## config.mk

```make
export PLATFORM = sky130hd
export DESIGN_NAME = slpp_sleep_ctrl
export DESIGN_NICKNAME = d
export VERILOG_FILES = /design/src/design/slpp_pkg.sv /design/src/design/slpp_clkdiv.sv /design/src/design/slpp_sleep_ctrl.sv /design/src/design/slpp_sync.sv
export SDC_FILE = /design/constraint.sdc
export NUM_CORES = 1
export LEC_CHECK = 0
export BUFFER_PORTS_ARGS = -buffer_cell sky130_fd_sc_hd__buf_2
export CORE_MARGIN = 5
export CORE_UTILIZATION = 49
export CTS_CLUSTER_DIAMETER = 120
export DETAILED_ROUTE_END_ITERATION = 7
export PLACE_DENSITY_LB_ADDON = 0.15
export SLEW_MARGIN = 40
export SYNTH_ARGS = -nofsm -noshare
export SYNTH_HDL_FRONTEND = slang
export SYNTH_SLANG_ARGS = --single-unit
```

## constraint.sdc

```tcl
create_clock -name hclk -period 2.2 [get_ports hclk]
set_input_delay 0.33 -clock hclk [delete_from_list [all_inputs] [get_ports hclk]]
set_output_delay 0.33 -clock hclk [all_outputs]
set_load 0.005 [all_outputs]
```

## src/design/slpp_pkg.sv

```systemverilog
package slpp_pkg;

    ////////////////////////////////////////////////////////////////////////////////////////////
    // Register map
    localparam logic [7:0]  OFS_CTRL       = 8'h00;
    localparam logic [7:0]  OFS_DSCFG      = 8'h04;
    localparam logic [7:0]  OFS_STATUS     = 8'h08;

    localparam logic [1:0]  IDX_CTRL       = 2'h0;
    localparam logic [1:0]  IDX_DSCFG      = 2'h1;
    localparam logic [1:0]  IDX_STATUS     = 2'h2;
    localparam logic [1:0]  IDX_NONE       = 2'h3;

    ////////////////////////////////////////////////////////////////////////////////////////////
    // Control register fields
    localparam int          CTRL_REQ_LSB   = 0;
    localparam int          CTRL_DSX_SUP   = 4;
    localparam int          CTRL_ME_ON_SX  = 5;
    localparam int          CTRL_IDLE_OK   = 6;
    localparam int          CTRL_ME_OFF    = 7;
    localparam int          CTRL_ACK_REQ   = 8;
    localparam int          CTRL_SEQ       = 9;
    localparam int          CTRL_NATIVE    = 10;
    localparam logic [31:0] CTRL_MASK      = 32'h0000_07F7;
    localparam logic [31:0] CTRL_RST       = 32'h0000_0000;

    // Requested power state codes
    localparam logic [2:0]  REQ_S0         = 3'h0;
    localparam logic [2:0]  REQ_S0I3       = 3'h1;
    localparam logic [2:0]  REQ_S4         = 3'h2;
    localparam logic [2:0]  REQ_S5         = 3'h3;
    localparam logic [2:0]  REQ_DSX        = 3'h4;

    // Deep sleep configuration fields
    localparam int          DSCFG_AC_PD    = 0;
    localparam int          DSCFG_NWAKE_PD = 1;
    localparam int          DSCFG_PWAKE_PD = 2;
    localparam logic [2:0]  DSCFG_RST      = 3'h0;

    // Status register fields
    localparam int          STS_STATE_LSB  = 0;
    localparam int          STS_IDLE       = 4;
    localparam int          STS_CPU        = 5;
    localparam int          STS_S4         = 6;
    localparam int          STS_S5         = 7;
    localparam int          STS_SHARED     = 8;
    localparam int          STS_WARN_FN    = 9;
    localparam int          STS_RSM_OK     = 10;
    localparam int          STS_DSW_OK     = 11;
    localparam int          STS_RTC_OK     = 12;
    localparam int          STS_AC_IN      = 13;
    localparam int          STS_SYS_PG     = 14;

    ////////////////////////////////////////////////////////////////////////////////////////////
    // Timing
    localparam int          CLK_HZ         = 250_000_000;
    localparam int          SUSPEND_CLOCK_OUT_HZ      = 32_768;
    localparam logic [11:0] SUSPEND_CLOCK_OUT_HALF    = 12'(CLK_HZ / (2 * SUSPEND_CLOCK_OUT_HZ));

    typedef enum logic [2:0] {ST_INIT, ST_S0, ST_S0I3, ST_S4, ST_S5, ST_DSX} slpp_state_e;

endpackage : slpp_pkg

```

## src/design/slpp_clkdiv.sv

```systemverilog
`timescale 1ns/100ps
module slpp_clkdiv (
    input  wire logic hclk,
    input  wire logic hresetn,
    input  wire logic run,
    output logic      clk_out
);

    typedef struct packed {
        logic [11:0] cnt;
        logic        lvl;
    } slpp_div_s;

    slpp_div_s st_ff;
    slpp_div_s nxt_st;

    always_comb begin
        nxt_st = st_ff;
        if (!run) begin
            nxt_st.cnt = 12'h000;
            nxt_st.lvl = 1'b0;
        end else if (st_ff.cnt == slpp_pkg::SUSPEND_CLOCK_OUT_HALF - 12'h001) begin
            nxt_st.cnt = 12'h000;
            nxt_st.lvl = ~st_ff.lvl;
        end else begin
            nxt_st.cnt = st_ff.cnt + 12'h001;
        end
    end

    always_ff @(posedge hclk or negedge hresetn) begin
        if (!hresetn) begin
            st_ff <= '0;
        end else begin
            st_ff <= nxt_st;
        end
    end

    assign clk_out = st_ff.lvl;

endmodule : slpp_clkdiv

```

## src/design/slpp_sleep_ctrl.sv

```systemverilog
// The placing of the registers and the AHB-Lite interface to the registers were left to the implementer.
`timescale 1ns/100ps
module slpp_sleep_ctrl (
    input  wire logic        hclk,
    input  wire logic        hresetn,
    input  wire logic        hsel,
    input  wire logic [31:0] haddr,
    input  wire logic [1:0]  htrans,
    input  wire logic        hwrite,
    input  wire logic [2:0]  hsize,
    input  wire logic [31:0] hwdata,
    input  wire logic        hready,
    output logic      [31:0] hrdata,
    output logic             hreadyout,
    output logic             hresp,
    input  wire logic        resume_well_reset_n,
    input  wire logic        deep_well_power_good,
    input  wire logic        rtc_well_reset_n,
    input  wire logic        system_power_good,
    input  wire logic        ac_power_present,
    output logic             ac_power_present_out,
    output logic             ac_power_present_oe,
    output logic             idle_sleep_out_n,
    output logic             cpu_deep_idle_ind,
    output logic             primary_pins_oe,
    output logic             mgmt_powerdown_ack,
    output logic             suspend_warning_n,
    output logic             shared_pin_warn_fn,
    output logic             sleep_state4_out_n,
    output logic             sleep_state5_out_n,
    output logic             suspend_clock_out,
    output logic             ac_pd_en,
    output logic             network_wake_pd_en,
    output logic             pcie_wake_pd_en,
    output logic             net_phy_pd_en,
    output logic             suspend_clock_out_pd_en
);

    ////////////////////////////////////////////////////////////////////////////////////////////
    // State
    typedef struct packed {
        logic [31:0]               ctrl;
        logic [2:0]                dscfg;
        logic [31:0]               rdata;
        logic                      wr_pend;
        logic [1:0]                widx;
        slpp_pkg::slpp_state_e     pst;
        logic                      idle_n;
        logic                      cpu_ind;
        logic                      s4_n;
        logic                      s5_n;
        logic                      shared_lvl;
        logic                      warn_fn;
        logic                      boot_seen;
        logic                      ac_low;
    } slpp_main_s;

    slpp_main_s st_ff;
    slpp_main_s nxt_st;

    logic [5:0] sync_q;
    logic       rsm_ok;
    logic       dsw_ok;
    logic       rtc_ok;
    logic       ac_in;
    logic       sys_pg;
    logic [2:0] req;
    logic       addr_ok;
    logic [31:0] status;

    ////////////////////////////////////////////////////////////////////////////////////////////
    // Pin synchronisers and suspend clock
    slpp_sync u_sync (
        .hclk    (hclk),
        .hresetn (hresetn),
        .d       ({1'b0, system_power_good, ac_power_present, rtc_well_reset_n,
                   deep_well_power_good, resume_well_reset_n}),
        .q       (sync_q)
    );

    assign rsm_ok = sync_q[0];
    assign dsw_ok = sync_q[1];
    assign rtc_ok = sync_q[2];
    assign ac_in  = sync_q[3];
    assign sys_pg = sync_q[4];

    // Driven low while the deep-sleep well is in reset, toggling after
    slpp_clkdiv u_clkdiv (
        .hclk    (hclk),
        .hresetn (hresetn),
        .run     (dsw_ok),
        .clk_out (suspend_clock_out)
    );

    ////////////////////////////////////////////////////////////////////////////////////////////
    // Bus decode
    function automatic logic [1:0] reg_idx(input logic [31:0] a);
        logic [1:0] r;
        r = slpp_pkg::IDX_NONE;
        if (a[31:8] == 24'h000000) begin
            case (a[7:0])
                slpp_pkg::OFS_CTRL:   r = slpp_pkg::IDX_CTRL;
                slpp_pkg::OFS_DSCFG:  r = slpp_pkg::IDX_DSCFG;
                slpp_pkg::OFS_STATUS: r = slpp_pkg::IDX_STATUS;
                default:              r = slpp_pkg::IDX_NONE;
            endcase
        end
        return r;
    endfunction : reg_idx

    assign req     = st_ff.ctrl[slpp_pkg::CTRL_REQ_LSB +: 3];
    assign addr_ok = hsel && htrans[1] && hready;

    always_comb begin
        status = 32'h0000_0000;
        status[slpp_pkg::STS_STATE_LSB +: 3] = st_ff.pst;
        status[slpp_pkg::STS_IDLE]           = st_ff.idle_n;
        status[slpp_pkg::STS_CPU]            = st_ff.cpu_ind;
        status[slpp_pkg::STS_S4]             = st_ff.s4_n;
        status[slpp_pkg::STS_S5]             = st_ff.s5_n;
        status[slpp_pkg::STS_SHARED]         = st_ff.shared_lvl;
        status[slpp_pkg::STS_WARN_FN]        = st_ff.warn_fn;
        status[slpp_pkg::STS_RSM_OK]         = rsm_ok;
        status[slpp_pkg::STS_DSW_OK]         = dsw_ok;
        status[slpp_pkg::STS_RTC_OK]         = rtc_ok;
        status[slpp_pkg::STS_AC_IN]          = ac_in;
        status[slpp_pkg::STS_SYS_PG]         = sys_pg;
    end

    ////////////////////////////////////////////////////////////////////////////////////////////
    // Next state
    always_comb begin
        nxt_st = st_ff;

        // Data phase of a write
        nxt_st.wr_pend = 1'b0;
        if (st_ff.wr_pend) begin
            if (st_ff.widx == slpp_pkg::IDX_CTRL) begin
                nxt_st.ctrl = hwdata & slpp_pkg::CTRL_MASK;
            end else if (st_ff.widx == slpp_pkg::IDX_DSCFG) begin
                nxt_st.dscfg = hwdata[2:0];
            end
        end

        // Address phase; read data is captured here
        if (addr_ok) begin
            nxt_st.wr_pend = hwrite;
            nxt_st.widx    = reg_idx(haddr);
            if (!hwrite) begin
                case (reg_idx(haddr))
                    slpp_pkg::IDX_CTRL:   nxt_st.rdata = st_ff.ctrl;
                    slpp_pkg::IDX_DSCFG:  nxt_st.rdata = {29'h0, st_ff.dscfg};
                    slpp_pkg::IDX_STATUS: nxt_st.rdata = status;
                    default:              nxt_st.rdata = 32'h0000_0000;
                endcase
            end
        end

        // Power state machine, held in init while the deep well is in reset
        if (!dsw_ok) begin
            nxt_st.pst = slpp_pkg::ST_INIT;
        end else begin
            case (st_ff.pst)
                slpp_pkg::ST_INIT: begin
                    // Native function only after the platform reports power good
                    if (st_ff.ctrl[slpp_pkg::CTRL_NATIVE] && sys_pg) begin
                        if (req == slpp_pkg::REQ_S0) begin
                            nxt_st.pst = slpp_pkg::ST_S0;
                        end else if (req == slpp_pkg::REQ_S4) begin
                            nxt_st.pst = slpp_pkg::ST_S4;
                        end else begin
                            nxt_st.pst = slpp_pkg::ST_S5;
                        end
                    end
                end
                slpp_pkg::ST_S0, slpp_pkg::ST_S0I3: begin
                    if (req == slpp_pkg::REQ_S0) begin
                        nxt_st.pst = slpp_pkg::ST_S0;
                    end else if (req == slpp_pkg::REQ_S0I3) begin
                        nxt_st.pst = slpp_pkg::ST_S0I3;
                    end else if (req == slpp_pkg::REQ_S4) begin
                        nxt_st.pst = slpp_pkg::ST_S4;
                    end else if (req == slpp_pkg::REQ_S5) begin
                        nxt_st.pst = slpp_pkg::ST_S5;
                    end
                end
                slpp_pkg::ST_S4, slpp_pkg::ST_S5, slpp_pkg::ST_DSX: begin
                    if (req == slpp_pkg::REQ_S0) begin
                        nxt_st.pst = slpp_pkg::ST_S0;
                    end else if (req == slpp_pkg::REQ_S4) begin
                        nxt_st.pst = slpp_pkg::ST_S4;
                    end else if (req == slpp_pkg::REQ_S5) begin
                        nxt_st.pst = slpp_pkg::ST_S5;
                    end else if (req == slpp_pkg::REQ_DSX
                                 && st_ff.ctrl[slpp_pkg::CTRL_DSX_SUP]) begin
                        nxt_st.pst = slpp_pkg::ST_DSX;
                    end
                end
                default: nxt_st.pst = slpp_pkg::ST_INIT;
            endcase
        end

        // Deep-well sleep outputs, registered from the state
        if (!dsw_ok) begin
            nxt_st.s4_n = 1'b0;
            nxt_st.s5_n = 1'b0;
        end else begin
            case (nxt_st.pst)
                slpp_pkg::ST_INIT: begin
                    nxt_st.s4_n = 1'b1;
                    nxt_st.s5_n = 1'b1;
                end
                slpp_pkg::ST_S4: begin
                    nxt_st.s4_n = 1'b0;
                    nxt_st.s5_n = 1'b1;
                end
                slpp_pkg::ST_S5: begin
                    nxt_st.s4_n = 1'b0;
                    nxt_st.s5_n = 1'b0;
                end
                slpp_pkg::ST_DSX: begin
                    nxt_st.s4_n = st_ff.s4_n;
                    nxt_st.s5_n = st_ff.s5_n;
                end
                default: begin
                    nxt_st.s4_n = 1'b1;
                    nxt_st.s5_n = 1'b1;
                end
            endcase
        end

        // Primary-well outputs
        nxt_st.boot_seen = rtc_ok && (st_ff.boot_seen || rsm_ok);
        if (!rsm_ok) begin
            nxt_st.idle_n     = 1'b1;
            nxt_st.cpu_ind    = 1'b1;
            nxt_st.shared_lvl = 1'b0;
            // Function chosen at each boot after the first since RTC reset
            nxt_st.warn_fn    = st_ff.boot_seen && st_ff.ctrl[slpp_pkg::CTRL_DSX_SUP];
        end else begin
            nxt_st.idle_n  = !(nxt_st.pst == slpp_pkg::ST_S0I3
                               && st_ff.ctrl[slpp_pkg::CTRL_IDLE_OK]);
            nxt_st.cpu_ind = nxt_st.idle_n;
            if (st_ff.warn_fn) begin
                nxt_st.shared_lvl = nxt_st.pst == slpp_pkg::ST_S0
                                    || nxt_st.pst == slpp_pkg::ST_S0I3;
            end else begin
                nxt_st.shared_lvl = st_ff.ctrl[slpp_pkg::CTRL_ME_OFF]
                                    && st_ff.ctrl[slpp_pkg::CTRL_ACK_REQ]
                                    && !st_ff.ctrl[slpp_pkg::CTRL_ME_ON_SX];
            end
        end

        nxt_st.ac_low = !dsw_ok && !st_ff.ctrl[slpp_pkg::CTRL_DSX_SUP];
    end

    always_ff @(posedge hclk or negedge hresetn) begin
        if (!hresetn) begin
            st_ff       <= '0;
            st_ff.ctrl  <= slpp_pkg::CTRL_RST;
            st_ff.dscfg <= slpp_pkg::DSCFG_RST;
            st_ff.pst   <= slpp_pkg::ST_INIT;
        end else begin
            st_ff <= nxt_st;
        end
    end

    ////////////////////////////////////////////////////////////////////////////////////////////
    // Outputs
    assign hrdata               = st_ff.rdata;
    assign hreadyout            = 1'b1;
    assign hresp                = 1'b0;
    assign ac_power_present_out = 1'b0;
    assign ac_power_present_oe  = st_ff.ac_low;
    assign idle_sleep_out_n     = st_ff.idle_n;
    assign cpu_deep_idle_ind    = st_ff.cpu_ind;
    assign primary_pins_oe      = st_ff.pst != slpp_pkg::ST_DSX;
    assign shared_pin_warn_fn   = st_ff.warn_fn;
    assign mgmt_powerdown_ack   = !st_ff.warn_fn && st_ff.shared_lvl;
    assign suspend_warning_n    = st_ff.warn_fn ? st_ff.shared_lvl : 1'b1;
    assign sleep_state4_out_n   = st_ff.s4_n;
    assign sleep_state5_out_n   = st_ff.s5_n;
    assign ac_pd_en             = st_ff.ctrl[slpp_pkg::CTRL_SEQ]
                                  || (st_ff.pst == slpp_pkg::ST_DSX
                                      && st_ff.dscfg[slpp_pkg::DSCFG_AC_PD]);
    assign network_wake_pd_en   = st_ff.pst == slpp_pkg::ST_DSX
                                  && st_ff.dscfg[slpp_pkg::DSCFG_NWAKE_PD];
    assign pcie_wake_pd_en      = st_ff.pst == slpp_pkg::ST_DSX
                                  && st_ff.dscfg[slpp_pkg::DSCFG_PWAKE_PD];
    assign net_phy_pd_en        = st_ff.ctrl[slpp_pkg::CTRL_SEQ];
    assign suspend_clock_out_pd_en         = st_ff.ctrl[slpp_pkg::CTRL_SEQ];
endmodule : slpp_sleep_ctrl

```

## src/design/slpp_sync.sv

```systemverilog
`timescale 1ns/100ps
module slpp_sync (
    input  wire logic       hclk,
    input  wire logic       hresetn,
    input  wire logic [5:0] d,
    output logic      [5:0] q
);

    typedef struct packed {
        logic [5:0] s1;
        logic [5:0] s2;
    } slpp_sync_s;

    slpp_sync_s st_ff;
    slpp_sync_s nxt_st;

    always_comb begin
        nxt_st    = st_ff;
        nxt_st.s1 = d;
        nxt_st.s2 = st_ff.s1;
    end

    always_ff @(posedge hclk or negedge hresetn) begin
        if (!hresetn) begin
            st_ff <= '0;
        end else begin
            st_ff <= nxt_st;
        end
    end

    assign q = st_ff.s2;

endmodule : slpp_sync

```

Word level (Yosys, flattened, before mapping) --
Index checks and enable logic that the tools add are counted.
Word-level totals: bits of input ports 79, word-level logic and storage cells 106, bits in registers 65, output and inout port bits 50
Cells by class: reductions and logical operators 33, multiplexer cells 28, $add $sub $neg 1, bitwise gates (word level) 3, equal/unequal tests 23
Operators with widths (count):
- case mux 15 bit (3 select lines) | 1
- two-way mux 3 bit | 13
- logical NOT 24 bit | 1
- == test 3 x 2 -> 1 bit (second input constant) | 6
- == test 3 bit (second input constant) | 5
- logical AND 1 bit | 14
- two-way mux 13 bit | 1
- adder 12 x 1 -> 12 bit (second input constant) | 1
- == test 12 bit (second input constant) | 1
- two-way mux 12 bit | 1
- case mux 2 bit (3 select lines) | 2
- two-way mux 2 bit | 5
- == test 3 x 1 -> 1 bit (second input constant) | 3
- case mux 3 bit (3 select lines) | 1
- == test 8 x 3 -> 1 bit (second input constant) | 1
- == test 8 x 4 -> 1 bit (second input constant) | 1
- logical NOT 8 bit | 1
- logical NOT 3 bit | 2
- logical NOT 1 bit | 5
- == test 2 x 1 -> 1 bit (second input constant) | 2
- logical NOT 2 bit | 2
- two-way mux 1 bit | 4
- AND reduction 2 bit | 2
- logical OR 1 bit | 3
- 8 further kinds | 10

Logic depth before layout (Yosys ltp) --
word-level depth 12, mapped depth 8, mapped depth without buffers 6

Hierarchy --
A second synthesis with hierarchy kept.
Second synthesis, totals: cell total of the unflattened synthesis 319, area total of the unflattened synthesis 3338.2 um^2
By module, submodules not included:
- slpp_sleep_ctrl | instances 1, area an instance 2372.3 um^2, cells each 243, sequential area each 1001.0 um^2
- slpp_clkdiv | instances 1, area an instance 665.6 um^2, cells each 64, sequential area each 325.3 um^2
- slpp_sync | instances 1, area an instance 300.3 um^2, cells each 12, sequential area each 300.3 um^2

Worst setup path before layout --
Ideal clock, no wire load.
path type input port to flip-flop, start point input port haddr[1], end point register st_ff, in the netlist hrdata[10], setup time 122 ps, buffers on the path 1, stages 7, required time 2078 ps, path slack 571 ps, arrival 1508 ps, cells stage by stage nor4_4 -> nand3b_2 -> and2_4 -> and2_4 -> buf_12 -> a221oi_2 -> nor2_2
On the way: cells in the longest elaborated chain, start to end 7, elaborated cells on any way between the ends 11, classes of those cells 4 x eq/ne; 5 x mux; 2 x reduce/logical
Ends and longest elaborated chain:
- start, declared | line slpp_sleep_ctrl.sv:7 | input wire logic [31:0] haddr,
- == test 8 x 4 -> 1 bit, or another cell as far along | line slpp_sleep_ctrl.sv:101 | case (a[7:0])
- case mux 2 bit (3 select lines) (*) | line slpp_sleep_ctrl.sv:101
- two-way mux 2 bit (*) | line slpp_sleep_ctrl.sv:100 | if (a[31:8] == 24'h000000) begin
- two-way mux 2 bit (*) | line slpp_sleep_ctrl.sv:149 | if (!hwrite) begin
- two-way mux 2 bit (*) | line slpp_sleep_ctrl.sv:146 | if (addr_ok) begin
- == test 2 bit, or another cell as far along | line slpp_sleep_ctrl.sv:150 | case (reg_idx(haddr))
- case mux 15 bit (3 select lines) (*) | line slpp_sleep_ctrl.sv:150
- end signal, assigned | line slpp_sleep_ctrl.sv:264 | st_ff <= nxt_st;
- end, declared | line slpp_sleep_ctrl.sv:58 | slpp_main_s st_ff;
Mark *: on every way between the ends. The rest lies on a longest branch, timed or not. The select of a mux whose other input is x is not followed. A chain may end at the register's enable or synchronous reset.

Worst setup path in the final report --
start point register st_ff[9] (netlist name), end point output port network_wake_pd_en
On the way: cells in the longest elaborated chain, start to end 2
Ends and longest elaborated chain:
- == test 3 bit | line slpp_sleep_ctrl.sv:286 | assign network_wake_pd_en = st_ff.pst == slpp_pkg::ST_DSX
- logical AND 1 bit | line slpp_sleep_ctrl.sv:287 | && st_ff.dscfg[slpp_pkg::DSCFG_NWAKE_PD];
- end, declared | line slpp_sleep_ctrl.sv:33 | output logic network_wake_pd_en,
No other way between the ends.

==> summary.md <==
| Metric | Value |
|---|---|
| # nets final | `460` |
| CP startpoint kind | `register` |
| Seq cells post-synth | `63` |
| CP Max Fanout | `8` |
| Yosys cell types | `50` |
| CTS H-tree lvls | `3` |
| Initial core utilization | `50.59%` |
| Largest net degree at the start of global routing | `35` |
| Hold EP | `u_sync.nxt_st[3]$_DFF_PN0_` |
| Cell Pwr Density | `approximately 690 mW/mm2` |
| Num CTS Buffers | `9` |
| Dpl cell area | `0.003497 mm2` |
| Most common cell after layout, fill and taps aside | `buf_2` |
| Fmax | `slightly above 500 MHz` |
| DR pass1 iterations | `4` |
| Placed cells | `approximately 440` |
| Die area | `roughly 0.0083 mm2` |
| Slew Viols, Final | `0` |
| Pleak | `between 1.5 and 2 nW` |
| WL/cell | `about 14 um` |
| Gr usage total | `between 10% and 20%` |
| Vias | `2356` |
| Fin cells | `460` |
| Design Area, Final | `0.003705 mm2` |
| # DRC | `0` |
| FF-to-FF End | `sleep_state4_out_n$_DFFE_PN0P_` |
| Post-CTS resize count | `0` |
| Peak supply drop | `between 600 and 700 uV` |
| Chip width | `between 90 and 100 um` |
| Post-Syn Area | `approximately 0.0032 mm2` |
| I/O pin cnt | `129` |
| Rel. slew slack | `a little under three fifths` |
| Clk_lat worst skew | `330 ps` |
| Post-synth top flop | `dfrtp_1` |
| Crit path DAT | `roughly 1600 ps` |
| Post-Synthesis Cells | `approximately 310` |
| Hold buffer count at cts | `1` |
| GRT overflow | `0` |
| Yosys warnings | `0` |
| Core area | `roughly 0.0064 mm2` |
| Cell row count | `29` |
| Crit path time final | `approximately 1900 ps` |
| Post-CTS setup buffer count | `0` |
| Pre-CTS setup slack | `between 200 and 250 ps` |
| Vias/cell | `between 5 and 6` |
| Register area share after synthesis | `between 40% and 50%` |
| Vias in the first global route | `roughly 2300` |
| CTS tree | `built` |
| Cells on Worst Hold Path | `1` |
| Clock Skews | `~7.3 ps` |
| Setup TNS | `0 ps` |
| Die height | `between 90 and 100 um` |
| Antenna Cells | `0` |
| Critical path endpoint category | `primary output` |
| R2R setup slack | `approximately 380 ps` |
| Fin. Hold Viols | `0` |
| Final Worst Setup Slack | `258.5 ps` |
| R2r startpoint | `req[2]$_DFFE_PN0P_` |
| Worst R2R Path Depth | `5` |
| Drt first-iter violations | `76` |
| Worst hold path class | `in -> reg` |
| Clock Sinks | `63` |
| Hold_sp | `ac_power_present` |
| Gpl congestion | `approximately 0.86` |
| Maxcap violations | `0` |
| Synth Area per Inst | `around 10 um2` |
| Most frequent cells in the layout | `buf_2 (81), dfrtp_1 (63), nor2_1 (41)` |
| Crit path kind | `reg -> out` |
| Fin crit share | `between 80% and 90%` |
| Routed Wire Length | `between 6 and 7 mm` |
| Area growth syn-to-layout | `14.68%` |
| Status | `finished clean` |
| I/O Buffers | `slightly above 80` |
| Root Buffer | `clkbuf_8` |
| CTS clock-pin slew for the worst setup and hold paths | `around 60 ps` |
| FFs w/ async S/R, synth | `100.0%` |
| Critical path required time | `1870 ps` |
| Placed wire-length estimate | `~5 mm` |
| Finish-stage setup viols | `0` |
| Least-Margin Pin Slew | `roughly 650 ps` |
| Layout cells sized above 1 | `approximately a third` |
| Initial antenna violation count | `0` |
| Unrepaired setup endpoints after global routing | `no` |
| Max Root-Sink Buffers | `2` |
| Number of flops mapped to enable cells by yosys | `0` |
| Detail Route Antenna Nets | `0` |
| First-pass GRT wire length | `10.96 mm` |
stage by stage:
stage	total power, mW	hold slack, ps	util [%]
after detailed placement	1.580	330.5	54.76
after CTS	2.575	80.47	58.01
after global placement	1.571	330.0	54.76
after global routing	2.674	77.68	58.01
after floorplan	1.498	34.41	-
final	2.547	97.15	58.01
worst max-delay path, stage by stage (launching register included):
cell and delay (ps):
dfrtp_1 470, nand2b_1 220, nor2_1 300, and2_1 180
buf_2 110
kinds of logic after synthesis:
logic type	after synthesis	share of synthesized area, %
DFF	63	48.80
other	2	0.2325
muxes	15	5.112
buffers and inverters	56	11.85
xor gates and xnor gates	13	3.524
AOI/OAI and AO/OA	36	9.721
and+or+nand+nor	125	19.99
adders and majority gates	2	0.7745
routing by layer:
layer | GRT usage (%) | part of all wire (%) | up-vias
met2 | 25.96 | 49 | 74
met4 | 6.235 | 1.6 | 0
met1 | 20.79 | 42 | 1129
li1 | - | - | 1144
met3 | 5.455 | 6.6 | 9
met5 | 0 | 0 | -
report_power, final:
part	internal, mW	switching, mW	leakage, nW	total (mW)
clock network	0.577	0.414	0.0985	0.990
registers	1.23	0.0703	0.802	1.30
logic	0.132	0.125	0.918	0.257
total	1.94	0.609	1.82	2.55
cells in the mapped netlist (2+ instances only):
master / count / area share (%)
a211oi_1: 2 / 0.46
a21o_1: 2 / 0.46
nand3_1: 12 / 1.9
conb_1: 2 / 0.23
buf_4: 37 / 8.6
nand2_1: 25 / 2.9
nand4_1: 3 / 0.58
xnor2_1: 6 / 1.6
nand2b_1: 5 / 0.97
inv_1: 5 / 0.58
nor4_1: 7 / 1.4
nor4bb_1: 2 / 0.62
and2_1: 5 / 0.97
o21a_1: 2 / 0.46
xor2_1: 7 / 1.9
o21ai_0: 5 / 0.77
buf_2: 8 / 1.2
a221oi_2: 6 / 2.8
clkbuf_1: 4 / 0.46
a21oi_1: 6 / 0.93
and3_1: 4 / 0.77
o211ai_1: 3 / 0.70
a31oi_1: 2 / 0.39
mux2_2: 12 / 4.2
and2_4: 2 / 0.54
and3b_1: 2 / 0.54
ha_1: 2 / 0.77
mux2i_1: 3 / 0.93
nor2b_1: 3 / 0.58
nor2_1: 41 / 4.8
nor2_2: 6 / 1.2
dfrtp_1: 63 / 49
worst max path at each step:
stage,to,from
floorplan,hrdata[10]$_DFFE_PN0P_,haddr[1]
global placement,hrdata[4]$_DFFE_PN0P_,haddr[1]
detailed placement,hrdata[4]$_DFFE_PN0P_,haddr[1]
CTS,network_wake_pd_en,st_ff[9]$_DFF_PN0_
global route,network_wake_pd_en,st_ff[10]$_DFF_PN0_
finish,network_wake_pd_en,st_ff[9]$_DFF_PN0_
flip-flops by register name (all words and copies together), names as in the netlist:
name and flops:
u_sync.q 5, req 3, u_sync.nxt_st 5, u_clkdiv.st_ff 12
sleep_state5_out_n 1, ac_power_present_oe 1, cpu_deep_idle_ind 1, st_ff 17
sleep_state4_out_n 1, hrdata 14, shared_pin_warn_fn 1, net_phy_pd_en 1
u_clkdiv.clk_out 1
cell type report:
cell class,instances,area (um2)
Clock buffer,12,155.1
Clock inverter,3,42.54
Fill cell,578,2681
Inverter,5,18.77
Multi-Input combinational cell,212,1343
Sequential cell,63,1577
Tap cell,77,96.34
Timing Repair Buffer,88,473.0
(Power assumes the default switching activity.)
